[src/hw/wdt_regs_pkg.sv]
/*
 * constants, field positions and carrier types of the watchdog control block.
 * assumes a single mclk domain; the watchdog tick clock arrives as a plain pin.
 */
// ----------------------------------------------------------------------------
// Functional notes
// 8, 16, 32-bit and lane accesses accepted
// configuration and offset writable only while disabled
// run lock set-only, cleared by power-on
// run lock freezes control, configuration, offset registers
// without lock, enable bit alone starts/stops
// enable writable only while run lock clear
// enable reads back at once, pending until synchronized
// window select chooses normal or windowed mode
// control registers load from boot row
// shut interval code gives closed window length
// timeout code gives period or open window
// warn delay code gives early warning time
// control/configuration writes synchronized, guard-protectable
// lock and enable exempt from enable protection
// enable-clear write one disables warning interrupt
// key 0xa5 restarts, other value resets
// restart inside closed window resets system
// enable-set write one enables warning interrupt
// warning flag set by event, write-one clears
// counter restarts on enable and valid restart
// ----------------------------------------------------------------------------
package wdt_regs_pkg;

   // ------------------------------------------------------------------------
   // register byte offsets and fields
   // ------------------------------------------------------------------------
   localparam logic [3:0] OFS_CTRL = 4'h0;
   localparam logic [3:0] OFS_CFG = 4'h1;
   localparam logic [3:0] OFS_EW = 4'h2;
   localparam logic [3:0] OFS_IECLR = 4'h4;
   localparam logic [3:0] OFS_IESET = 4'h5;
   localparam logic [3:0] OFS_FLAG = 4'h6;
   localparam logic [3:0] OFS_STAT = 4'h7;
   localparam logic [3:0] OFS_KEY = 4'h8;

   localparam int LOCK_BIT = 7;
   localparam int WEN_BIT = 2;
   localparam int EN_BIT = 1;
   localparam int PEND_BIT = 7;
   localparam int EW_BIT = 0;
   localparam logic [7:0] CTRL_MASK = 8'h86;
   localparam logic [7:0] EW_MASK = 8'h0f;

   // ------------------------------------------------------------------------
   // values and counts
   // ------------------------------------------------------------------------
   localparam logic IE_RESET = 1'h0;
   localparam logic FLAG_RESET = 1'h0;
   localparam logic [7:0] RESTART_KEY = 8'ha5;
   localparam logic [3:0] CODE_MAX = 4'hb;
   localparam int CNT_W = 17;
   localparam logic [16:0] BASE_CYCLES = 17'h00008;
   localparam logic [16:0] MAX_CYCLES = 17'h04000;
   localparam logic [1:0] SYNC_TICKS = 2'h2;

   // bus request carrier
   typedef struct packed {
      logic [3:0] addr;
      logic [31:0] wdata;
      logic [3:0] be;
      logic wr;
      logic rd;
   } reg_req_s;

   // boot configuration row image
   typedef struct packed {
      logic [7:0] ctrl;
      logic [7:0] cfg;
      logic [7:0] ew;
   } boot_row_s;

endpackage : wdt_regs_pkg

[src/hw/wdt_ctrl.sv]
/*
 * watchdog register block with tick counter, early warning and system reset.
 * assumes boot row image stable during reset, same-clock register master,
 * and the watchdog generic clock arriving asynchronously on gen_clk.
 */
`timescale 1ns/100ps
`default_nettype none
module wdt_ctrl (
   input wire logic mclk,                          // 50 mhz system clock
   input wire logic reset_n,                       // power-on reset, sync
   input wire logic ce,                            // clock enable
   input wire wdt_regs_pkg::reg_req_s req,         // register request
   output logic [31:0] rdata,                      // read data, cycle after
   input wire wdt_regs_pkg::boot_row_s boot,       // boot_config_row image
   input wire logic access_guard,                  // external write protect
   input wire logic gen_clk,                       // watchdog_gen_clock pin
   output logic sys_reset,                         // system reset pulse
   output logic early_warn_irq                     // early warning request
);

   // ------------------------------------------------------------------------
   // decode helpers
   // ------------------------------------------------------------------------
   function automatic logic lane_wr(input wdt_regs_pkg::reg_req_s r,
                                    input logic [3:0] ofs);
      lane_wr = r.wr && (r.addr[3:2] == ofs[3:2]) && r.be[ofs[1:0]];
   endfunction : lane_wr

   function automatic logic [7:0] lane_byte(input wdt_regs_pkg::reg_req_s r,
                                            input logic [3:0] ofs);
      lane_byte = r.wdata[{ofs[1:0], 3'h0} +: 8];
   endfunction : lane_byte

   // reserved codes clamp to the longest interval
   function automatic logic [16:0] code_cycles(input logic [3:0] code);
      if (code > wdt_regs_pkg::CODE_MAX) begin
         code_cycles = wdt_regs_pkg::MAX_CYCLES;
      end else begin
         code_cycles = wdt_regs_pkg::BASE_CYCLES << code;
      end
   endfunction : code_cycles

   // ------------------------------------------------------------------------
   // state
   // ------------------------------------------------------------------------
   logic [7:0] ctrl_ff, nxt_ctrl;
   logic [7:0] cfg_ff, nxt_cfg;
   logic [7:0] ew_ff, nxt_ew;
   logic ie_ff, nxt_ie;
   logic flag_ff, nxt_flag;
   logic pend_ff, nxt_pend;
   logic [1:0] sync_cnt_ff, nxt_sync_cnt;
   logic run_eff_ff, nxt_run_eff;
   logic win_eff_ff, nxt_win_eff;
   logic [7:0] cfg_eff_ff, nxt_cfg_eff;
   logic act_q_ff, nxt_act_q;
   logic [wdt_regs_pkg::CNT_W-1:0] cnt_ff, nxt_cnt;
   logic rst_ff, nxt_rst;
   logic [31:0] rdata_ff, nxt_rdata;
   logic gs1_ff, gs2_ff, gs3_ff;

   logic tick, lock, active, restart, apply;
   logic wr_ctrl, wr_cfg, wr_ew, wr_ieclr, wr_ieset, wr_flag, wr_key;
   logic good_key, bad_key, early, timeout, ew_hit;
   logic [16:0] closed, open_len, limit, ew_at, cnt_inc;

   // ------------------------------------------------------------------------
   // gen clock crossing: two flops, then an edge detector on the second
   // ------------------------------------------------------------------------
   always_ff @(posedge mclk) begin
      if (!reset_n) begin
         gs1_ff <= 1'h0;
         gs2_ff <= 1'h0;
         gs3_ff <= 1'h0;
      end else if (ce) begin
         gs1_ff <= gen_clk;
         gs2_ff <= gs1_ff;
         gs3_ff <= gs2_ff;
      end
   end

   assign tick = gs2_ff && !gs3_ff;

   // ------------------------------------------------------------------------
   // write qualification
   // ------------------------------------------------------------------------
   // lock freezes ctrl; cfg and offset also need the dog stopped
   always_comb begin
      lock = ctrl_ff[wdt_regs_pkg::LOCK_BIT];
      active = lock || run_eff_ff;
      wr_ctrl = lane_wr(req, wdt_regs_pkg::OFS_CTRL) && !access_guard && !lock;
      wr_cfg = lane_wr(req, wdt_regs_pkg::OFS_CFG) && !access_guard && !lock
               && !ctrl_ff[wdt_regs_pkg::EN_BIT] && !run_eff_ff;
      wr_ew = lane_wr(req, wdt_regs_pkg::OFS_EW) && !access_guard && !lock
              && !ctrl_ff[wdt_regs_pkg::EN_BIT] && !run_eff_ff;
      wr_ieclr = lane_wr(req, wdt_regs_pkg::OFS_IECLR) && !access_guard;
      wr_ieset = lane_wr(req, wdt_regs_pkg::OFS_IESET) && !access_guard;
      wr_flag = lane_wr(req, wdt_regs_pkg::OFS_FLAG);
      wr_key = lane_wr(req, wdt_regs_pkg::OFS_KEY) && !access_guard;
   end

   // ------------------------------------------------------------------------
   // software registers and synchronizer handshake
   // ------------------------------------------------------------------------
   // a write during a pending sync restarts it; the slave never stalls
   always_comb begin
      nxt_ctrl = ctrl_ff;
      nxt_cfg = cfg_ff;
      nxt_ew = ew_ff;
      if (wr_ctrl) begin
         nxt_ctrl[wdt_regs_pkg::LOCK_BIT] = lock
            | lane_byte(req, wdt_regs_pkg::OFS_CTRL)[wdt_regs_pkg::LOCK_BIT];
         nxt_ctrl[wdt_regs_pkg::WEN_BIT] =
            lane_byte(req, wdt_regs_pkg::OFS_CTRL)[wdt_regs_pkg::WEN_BIT];
         nxt_ctrl[wdt_regs_pkg::EN_BIT] =
            lane_byte(req, wdt_regs_pkg::OFS_CTRL)[wdt_regs_pkg::EN_BIT];
      end
      if (wr_cfg) begin
         nxt_cfg = lane_byte(req, wdt_regs_pkg::OFS_CFG);
      end
      if (wr_ew) begin
         nxt_ew = lane_byte(req, wdt_regs_pkg::OFS_EW) & wdt_regs_pkg::EW_MASK;
      end
      apply = pend_ff && tick && (sync_cnt_ff == wdt_regs_pkg::SYNC_TICKS - 2'h1)
              && !(wr_ctrl || wr_cfg);
      nxt_pend = pend_ff;
      nxt_sync_cnt = sync_cnt_ff;
      if (wr_ctrl || wr_cfg) begin
         nxt_pend = 1'h1;
         nxt_sync_cnt = 2'h0;
      end else if (apply) begin
         nxt_pend = 1'h0;
         nxt_sync_cnt = 2'h0;
      end else if (pend_ff && tick) begin
         nxt_sync_cnt = sync_cnt_ff + 2'h1;
      end
      nxt_run_eff = run_eff_ff;
      nxt_win_eff = win_eff_ff;
      nxt_cfg_eff = cfg_eff_ff;
      if (apply) begin
         nxt_run_eff = ctrl_ff[wdt_regs_pkg::EN_BIT];
         nxt_win_eff = ctrl_ff[wdt_regs_pkg::WEN_BIT];
         nxt_cfg_eff = cfg_ff;
      end
   end

   // boot row replaces fixed reset values
   always_ff @(posedge mclk) begin
      if (!reset_n) begin
         ctrl_ff <= boot.ctrl & wdt_regs_pkg::CTRL_MASK;
         cfg_ff <= boot.cfg;
         ew_ff <= boot.ew & wdt_regs_pkg::EW_MASK;
         run_eff_ff <= boot.ctrl[wdt_regs_pkg::EN_BIT];
         win_eff_ff <= boot.ctrl[wdt_regs_pkg::WEN_BIT];
         cfg_eff_ff <= boot.cfg;
         pend_ff <= 1'h0;
         sync_cnt_ff <= 2'h0;
      end else if (ce) begin
         ctrl_ff <= nxt_ctrl;
         cfg_ff <= nxt_cfg;
         ew_ff <= nxt_ew;
         run_eff_ff <= nxt_run_eff;
         win_eff_ff <= nxt_win_eff;
         cfg_eff_ff <= nxt_cfg_eff;
         pend_ff <= nxt_pend;
         sync_cnt_ff <= nxt_sync_cnt;
      end
   end

   // ------------------------------------------------------------------------
   // tick counter, restart key, early warning
   // ------------------------------------------------------------------------
   // windowed: closed then open interval; warning at the window opening
   always_comb begin
      closed = win_eff_ff ? code_cycles(cfg_eff_ff[7:4]) : 17'h00000;
      open_len = code_cycles(cfg_eff_ff[3:0]);
      limit = closed + open_len;
      ew_at = win_eff_ff ? closed : code_cycles(ew_ff[3:0]);
      cnt_inc = cnt_ff + 17'h00001;
      restart = active && !act_q_ff;
      good_key = wr_key && (lane_byte(req, wdt_regs_pkg::OFS_KEY) == wdt_regs_pkg::RESTART_KEY);
      bad_key = wr_key && !good_key;
      early = good_key && active && win_eff_ff && (cnt_ff < closed);
      timeout = active && tick && !good_key && (cnt_inc >= limit);
      ew_hit = active && tick && !good_key && (cnt_inc == ew_at) && (ew_at < limit);
      nxt_act_q = active;
      nxt_rst = bad_key || early || timeout;
      if (!active || restart || good_key || nxt_rst) begin
         nxt_cnt = '0;
      end else if (tick) begin
         nxt_cnt = cnt_inc;
      end else begin
         nxt_cnt = cnt_ff;
      end
   end

   always_ff @(posedge mclk) begin
      if (!reset_n) begin
         act_q_ff <= 1'h0;
         cnt_ff <= '0;
         rst_ff <= 1'h0;
      end else if (ce) begin
         act_q_ff <= nxt_act_q;
         cnt_ff <= nxt_cnt;
         rst_ff <= nxt_rst;
      end
   end

   assign sys_reset = rst_ff;

   // ------------------------------------------------------------------------
   // interrupt enable and flag
   // ------------------------------------------------------------------------
   // set beats clear for both the enable and the flag
   always_comb begin
      nxt_ie = ie_ff;
      if (wr_ieset && lane_byte(req, wdt_regs_pkg::OFS_IESET)[wdt_regs_pkg::EW_BIT]) begin
         nxt_ie = 1'h1;
      end else if (wr_ieclr && lane_byte(req, wdt_regs_pkg::OFS_IECLR)[wdt_regs_pkg::EW_BIT]) begin
         nxt_ie = 1'h0;
      end
      nxt_flag = ew_hit || (flag_ff && !(wr_flag
                 && lane_byte(req, wdt_regs_pkg::OFS_FLAG)[wdt_regs_pkg::EW_BIT]));
   end

   always_ff @(posedge mclk) begin
      if (!reset_n) begin
         ie_ff <= wdt_regs_pkg::IE_RESET;
         flag_ff <= wdt_regs_pkg::FLAG_RESET;
      end else if (ce) begin
         ie_ff <= nxt_ie;
         flag_ff <= nxt_flag;
      end
   end

   assign early_warn_irq = ie_ff && flag_ff;

   // ------------------------------------------------------------------------
   // read path
   // ------------------------------------------------------------------------
   // data stands one cycle only, zero otherwise; key and gaps read zero
   always_comb begin
      nxt_rdata = 32'h00000000;
      if (!req.rd) begin
         nxt_rdata = 32'h00000000;
      end else if (req.addr[3:2] == wdt_regs_pkg::OFS_CTRL[3:2]) begin
         nxt_rdata = {8'h00, ew_ff, cfg_ff, ctrl_ff};
      end else if (req.addr[3:2] == wdt_regs_pkg::OFS_STAT[3:2]) begin
         nxt_rdata = {pend_ff, 7'h00, 7'h00, flag_ff, 7'h00, ie_ff, 7'h00, ie_ff};
      end
   end

   always_ff @(posedge mclk) begin
      if (!reset_n) begin
         rdata_ff <= 32'h00000000;
      end else if (ce) begin
         rdata_ff <= nxt_rdata;
      end
   end

   assign rdata = rdata_ff;
endmodule : wdt_ctrl
`default_nettype wire

[config.mk]
export PLATFORM = sky130hd
export DESIGN_NAME = wdt_ctrl
export DESIGN_NICKNAME = d
export VERILOG_FILES = /design/src/hw/wdt_regs_pkg.sv /design/src/hw/wdt_ctrl.sv
export SDC_FILE = /design/constraint.sdc
export NUM_CORES = 1
export LEC_CHECK = 0
export BUFFER_PORTS_ARGS = -buffer_cell sky130_fd_sc_hd__buf_2
export CAP_MARGIN = 20
export CORE_UTILIZATION = 38
export CTS_BUF_LIST = sky130_fd_sc_hd__clkbuf_4
export CTS_CLUSTER_DIAMETER = 30
export CTS_CLUSTER_SIZE = 30
export DETAILED_ROUTE_END_ITERATION = 7
export HOLD_SLACK_MARGIN = 0.08
export PLACE_DENSITY_LB_ADDON = 0.25
export SYNTH_ARGS = -nofsm -noshare
export SYNTH_HDL_FRONTEND = slang
export SYNTH_SLANG_ARGS = --single-unit
[constraint.sdc]
create_clock -name mclk -period 7.11 [get_ports mclk]
set_input_delay 0.711 -clock mclk [delete_from_list [all_inputs] [get_ports mclk]]
set_output_delay 0.711 -clock mclk [all_outputs]
set_load 0.05 [all_outputs]
Word level (Yosys, flattened, before mapping)
Cells that the tools add are included.
W data, S select, Z words.
- bits in registers: 84
- word-level logic and storage cells: 150
- muxes and demuxes: 36
- equal/unequal tests: 10
- shifts and indexed selects: 3
- bitwise logic cells: 1
- add/subtract/negate cells: 3
- reductions and logical operators: 74
- $lt $le $gt $ge: 6
- operators by type and width (cell ; count):
    $mux W17 ; 7
    $mux W32 ; 3
    $mux W8 ; 8
    $shl A4 B4 Y17 const A ; 3
    $logic_and A1 B1 Y1 ; 43
    $lt A17 B17 Y1 ; 2
    $add A17 B1 Y17 const B ; 1
    $add A17 B17 Y17 ; 1
    $eq A17 B17 Y1 ; 1
    $ge A17 B17 Y1 ; 1
    $reduce_and A2 Y1 ; 8
    $gt A4 B4 Y1 const B ; 3
    $mux W4 ; 3
    $mux W1 ; 11
    $logic_not A1 Y1 ; 10
    $ne A2 B1 Y1 const B ; 5
    $eq A8 B8 Y1 const B ; 1
    $logic_or A1 B1 Y1 ; 8
    $mux W2 ; 4
    $reduce_bool A2 Y1 ; 3
    $eq A2 B1 Y1 const B ; 2
    $reduce_bool A3 Y1 ; 1
    $add A2 B1 Y2 const B ; 1
    $eq A2 B2 Y1 const B ; 1
    2 further kinds ; 2

Logic depth before layout (Yosys ltp)
- word-level depth: 13
- depth in mapped cells: 21
- depth with buffers taken out: 19

Worst setup path before layout
OpenSTA, ideal clock, no wires.
- path kind: flip-flop to flip-flop
- from: register cfg_eff_ff[3]
- to: register cnt_ff[15] (netlist bit)
- arrival: 4.395 ns
- setup time: 0.059 ns
- setup slack: 2.656 ns
- stages on the path, launching flop included: 21
- required time: 7.051 ns
- path through: edfxtp_1 nand2b_1 or3_1 inv_1 ha_1 a21o_1 a21oi_1 o21bai_1 a221o_1 a21oi_1 o21bai_1 xnor2_1 ha_1 a21oi_1 o22ai_1 nor4b_1 o21ai_1 a311oi_4 and3_1 buf_2 a22o_1
- longest elaborated chain between the ends: 9
- RTL lines (what ; RTL line ; text):
    start: declaration ; wdt_ctrl.sv:55 ; logic [7:0] cfg_eff_ff, nxt_cfg_eff;
    start signal: assignment ; wdt_ctrl.sv:155 ; cfg_eff_ff <= boot.cfg;
    start signal: assignment ; wdt_ctrl.sv:164 ; cfg_eff_ff <= nxt_cfg_eff;
    $gt A4 B4 Y1 or $shl A4 B4 Y17 (tied branches) ; wdt_ctrl.sv:36, wdt_ctrl.sv:39 ;
    $mux W17 (*) ; wdt_ctrl.sv:36 ; if (code > wdt_regs_pkg::CODE_MAX) begin
    $add A17 B17 Y17 (*) ; wdt_ctrl.sv:177 ; limit = closed + open_len;
    $ge A17 B17 Y1 (*) ; wdt_ctrl.sv:184 ; timeout = active && tick && !good_key && (cnt_inc >= limit);
    $logic_and A1 B1 Y1 (*) ; wdt_ctrl.sv:184 ;
    $logic_or A1 B1 Y1 (*) ; wdt_ctrl.sv:187 ; nxt_rst = bad_key || early || timeout;
    $logic_or A1 B1 Y1 (*) ; wdt_ctrl.sv:188 ; if (!active || restart || good_key || nxt_rst) begin
    $reduce_bool A2 Y1 (no source line) ; -- ;
    $reduce_and A2 Y1 (no source line) ; -- ;
    end signal: assignment ; wdt_ctrl.sv:204 ; cnt_ff <= nxt_cnt;
    end: declaration ; wdt_ctrl.sv:57 ; logic [wdt_regs_pkg::CNT_W-1:0] cnt_ff, nxt_cnt;
Every way passes the cells marked *; elsewhere a longest branch is shown, timed or not.
A chain may end at the register's enable or synchronous reset.

Worst setup path in the final report
- from: register cfg_eff_ff[3]
- to: register cnt_ff[1] (netlist bit)
The elaborated chain is that of the path after synthesis.

==> results.cfg <==
[setup_path]
reg2reg_depth = 19
cpPeakStageDelay_ns = 0.52
cpMaxStageDelayCell = edfxtp_1
r2r-start = cfg_eff_ff[3]$_DFFE_PP_
cp.required_ns = 7.50
cp-startpoint = cfg_eff_ff[3]$_DFFE_PP_
cpMostUsedCell = a21oi_1
arrival_ns = 5.88
reg2reg_slack_ns = 1.62
cp_max_fo = 9
critPathCaptureType = flop
cp_cell_sequence = nand2b_1, or3_1, inv_1, ha_1, a21o_1, a21oi_1, o21bai_1, a221o_1, a21oi_1, o21bai_1, xnor2_1, ha_1, a21oi_1, o22ai_1, nor4b_1, o21ai_1, a311oi_4, and3_1, a22o_1
critPathLaunchType = flop
path_class = flop to flop
r2r_end = cnt_ff[1]$_SDFFE_PN0P_

[cts]
cts_tree = yes
cts_hold_buf = 0
clock-root-buffer = clkbuf_4
post_cts_buffers = 0
clk_latency_ns = 0.44
clk_path_buf_depth = 2
htree_levels = 3
clk_pin_slew_ns = 0.12
ctsResizeCount = 0
cts_buffers = 9
cts_sinks = 69

[synthesis]
syn_avg_cell_area_um2 = 8.35
synth_top_area_share = 0.165
synth_edf_count = 25
synth_area_leader_cell = dfxtp_1
yosysSeqAreaShare = 0.305
postSynthCellCount = 640
synth_area_mm2 = 0.00534
synth.area.top_cells = dfxtp_1 (16%), edfxtp_1 (14%), ha_1 (13%), nand2_1 (7.2%), xnor2_1 (3.3%)
ys_seq_elements = 69
yosysWarnings = 0
synthArstFlopShare = 0
synthFlopType = dfxtp_1
ys_types = 74

[layout]
n_antenna_cell = 0
nets = 829
syn2layout_area_growth_pct = 11.2
fin_area_mm2 = 0.00594
layout-drive-gt1-share = 0.147
final_cells = 882

[sta]
fmax_mhz = 182
fin_ws_ns = 1.62
slew_headroom = 0.395
worst_hold_slack_ns = 0.478
hold_viol_final = 0
fin_tns_setup_ns = 0
min_period_over_period = 0.773
setup_viol = 0
final_max_slew_viol_count = 0
fin_skew_ns = 0.0151
worst_pin_slew_ns = 0.895
rsz0062_at_grt = false
min_period_ns = 5.49

[hold_path]
whs_path_depth = 2
hold_path.class = flop to flop
hp-start = rdata[0]$_SDFFE_PN0P_
hold_path_end = rdata[0]$_SDFFE_PN0P_

[pwr]
switching_power_w = 0.000275
seqPwrFrac = 0.486
clockPowerShare = 0.328
leakage_nw = 2.73
combPwrFrac = 0.186
powerDensity_mw_per_mm2 = 152
swShare = 0.304
peakVddDrop_v = 0.0000975
p_int_w = 0.000630

[floorplan]
fp.coreArea_mm2 = 0.0135
ioPinCount = 105
die_x_um = 121
start_util = 0.397
dieArea_mm2 = 0.0145
rows = 42
die_y_um = 121

[global_route]
grt_pass1_wl_mm = 23.2
antenna_found_initial = 0
grt_pass1_vias = 4658
overflow = 0
grt_use_total = 0.205
grt_max_degree = 41

[drt]
drt_pre_antenna_iters = 5
via_count = 4853
wire_per_inst_um = 15.8
route.detailed.drc = 0
viasPerCell = 5.50
ant_nets = 0
wirelength_mm = 13.9
drt_iter0_drc = 264

[placement]
portBuffers = 65
place_congestion = 0.867
placedCellCount = 866
hpwl_mm = 11.1
postPlaceCellArea_mm2 = 0.00578
pre_cts_slack_ns = 1.65

[status]
status = finished, final reports clean

[job]
drv_cap = 0
## power groups by stage
stage / logic (W) / clock network [W] / registers (W)
after floorplan: 0.000126 / 0 / 0.000446
after global placement: 0.000162 / 0 / 0.000448
after detailed placement: 0.000165 / 0 / 0.000448
after CTS: 0.000167 / 0.000306 / 0.000439
after global routing: 0.000187 / 0.000321 / 0.000442
final: 0.000169 / 0.000297 / 0.000440
## layer usage
layer  vias up  track usage  share of wire
met5         -            0              0
met4         0       0.0779          0.024
li1       2406            -              -
met1      2267        0.267           0.46
met3        24       0.0307          0.049
met2       156        0.341           0.47
## per-stage QoR
stage / power (W) / util
after floorplan: 0.000571 / -
after global placement: 0.000610 / 0.430
after detailed placement: 0.000613 / 0.430
after CTS: 0.000912 / 0.442
after global routing: 0.000950 / 0.442
final: 0.000905 / 0.442
## cells by family (layout without fill, tap and decap cells)
group / Yosys count / after routing / synth area share
mux: 7 / 7 / 0.0141
buf+inv: 78 / 126 / 0.0672
flops: 69 / 69 / 0.305
simple gates: 255 / 255 / 0.231
compound gates: 139 / 139 / 0.189
fa+ha+maj: 57 / 57 / 0.135
xor+xnor: 33 / 33 / 0.0569
other cells: 2 / 20 / 0.00141
## flip-flops by register name, indices dropped and copies added (netlist names), 2 cells and up
name and flops:
cfg_eff_ff 8, ctrl_ff 3, ew_ff 4, sync_cnt_ff 2, cnt_ff 17, cfg_ff 8
rdata 17
## synth_stat cells, types with 14 or more instances
cell      instances
nand2_1         103
ha_1             56
nor2_1           45
dfxtp_1          44
inv_1            39
a21oi_1          26
edfxtp_1         25
nand3_1          25
xnor2_1          20
buf_4            16
o21ai_0          16
a22oi_1          15
clkbuf_1         14
nand4_1          14
nor3_1           14
## final cells by class
| type | count | area, µm² |
|---|---|---|
| multi-input combinational | 511 | 3420 |
| clock buffer | 10 | 75.1 |
| clock inverter | 6 | 86.3 |
| fill | 1364 | 7510 |
| inverter | 41 | 154 |
| timing repair buffer | 69 | 355 |
| tap | 176 | 220 |
| sequential | 69 | 1630 |
## critical path: cells and delay by family (launching register included)
kind	cells	cell delay, ns
AO/OA/AOI/OAI	11	2.44
AND/OR/NAND/NOR	4	1.60
adder cells (fa/ha/maj)	2	0.53
flip-flops	1	0.52
XOR/XNOR	1	0.27
buffers and inverters	1	0.08
## how the worst max path moves through the flow
stage	cells past startpoint	end	slack, ns
finish	19	cnt_ff[1]$_SDFFE_PN0P_	1.62
global route	18	cnt_ff[8]$_SDFFE_PN0P_	1.12
CTS	19	cnt_ff[1]$_SDFFE_PN0P_	1.62
detailed placement	19	cnt_ff[3]$_SDFFE_PN0P_	1.65
global placement	19	cnt_ff[14]$_SDFFE_PN0P_	1.81
floorplan	20	cnt_ff[15]$_SDFFE_PN0P_	2.66
## layout by cell type (no fill, tap or decap), types with 3 or more instances in the layout
cell type and n:
nor3_1 14, mux2_2 4, or3_1 4, nand4_1 14
o211ai_1 6, dfxtp_1 44, o21ai_0 16, nand2_1 103
o221ai_1 4, o31ai_1 5, edfxtp_1 25, buf_4 4
and2_1 4, nand2b_1 12, nor4_1 4, a22o_1 9
a21oi_1 26, buf_2 65, and3_1 5, o41ai_1 3
nand3_1 25, ha_1 56, a21o_1 6, mux2i_1 3
a31oi_1 4, nor2_1 45, o21ai_1 4, o21a_1 4
xnor2_1 20, conb_1 20, o22ai_1 6, xor2_1 12
inv_1 39, a211oi_1 4, a22oi_1 15, nor2b_1 6
clkbuf_4 10
No activity file was read; power rests on OpenSTA's default activity.
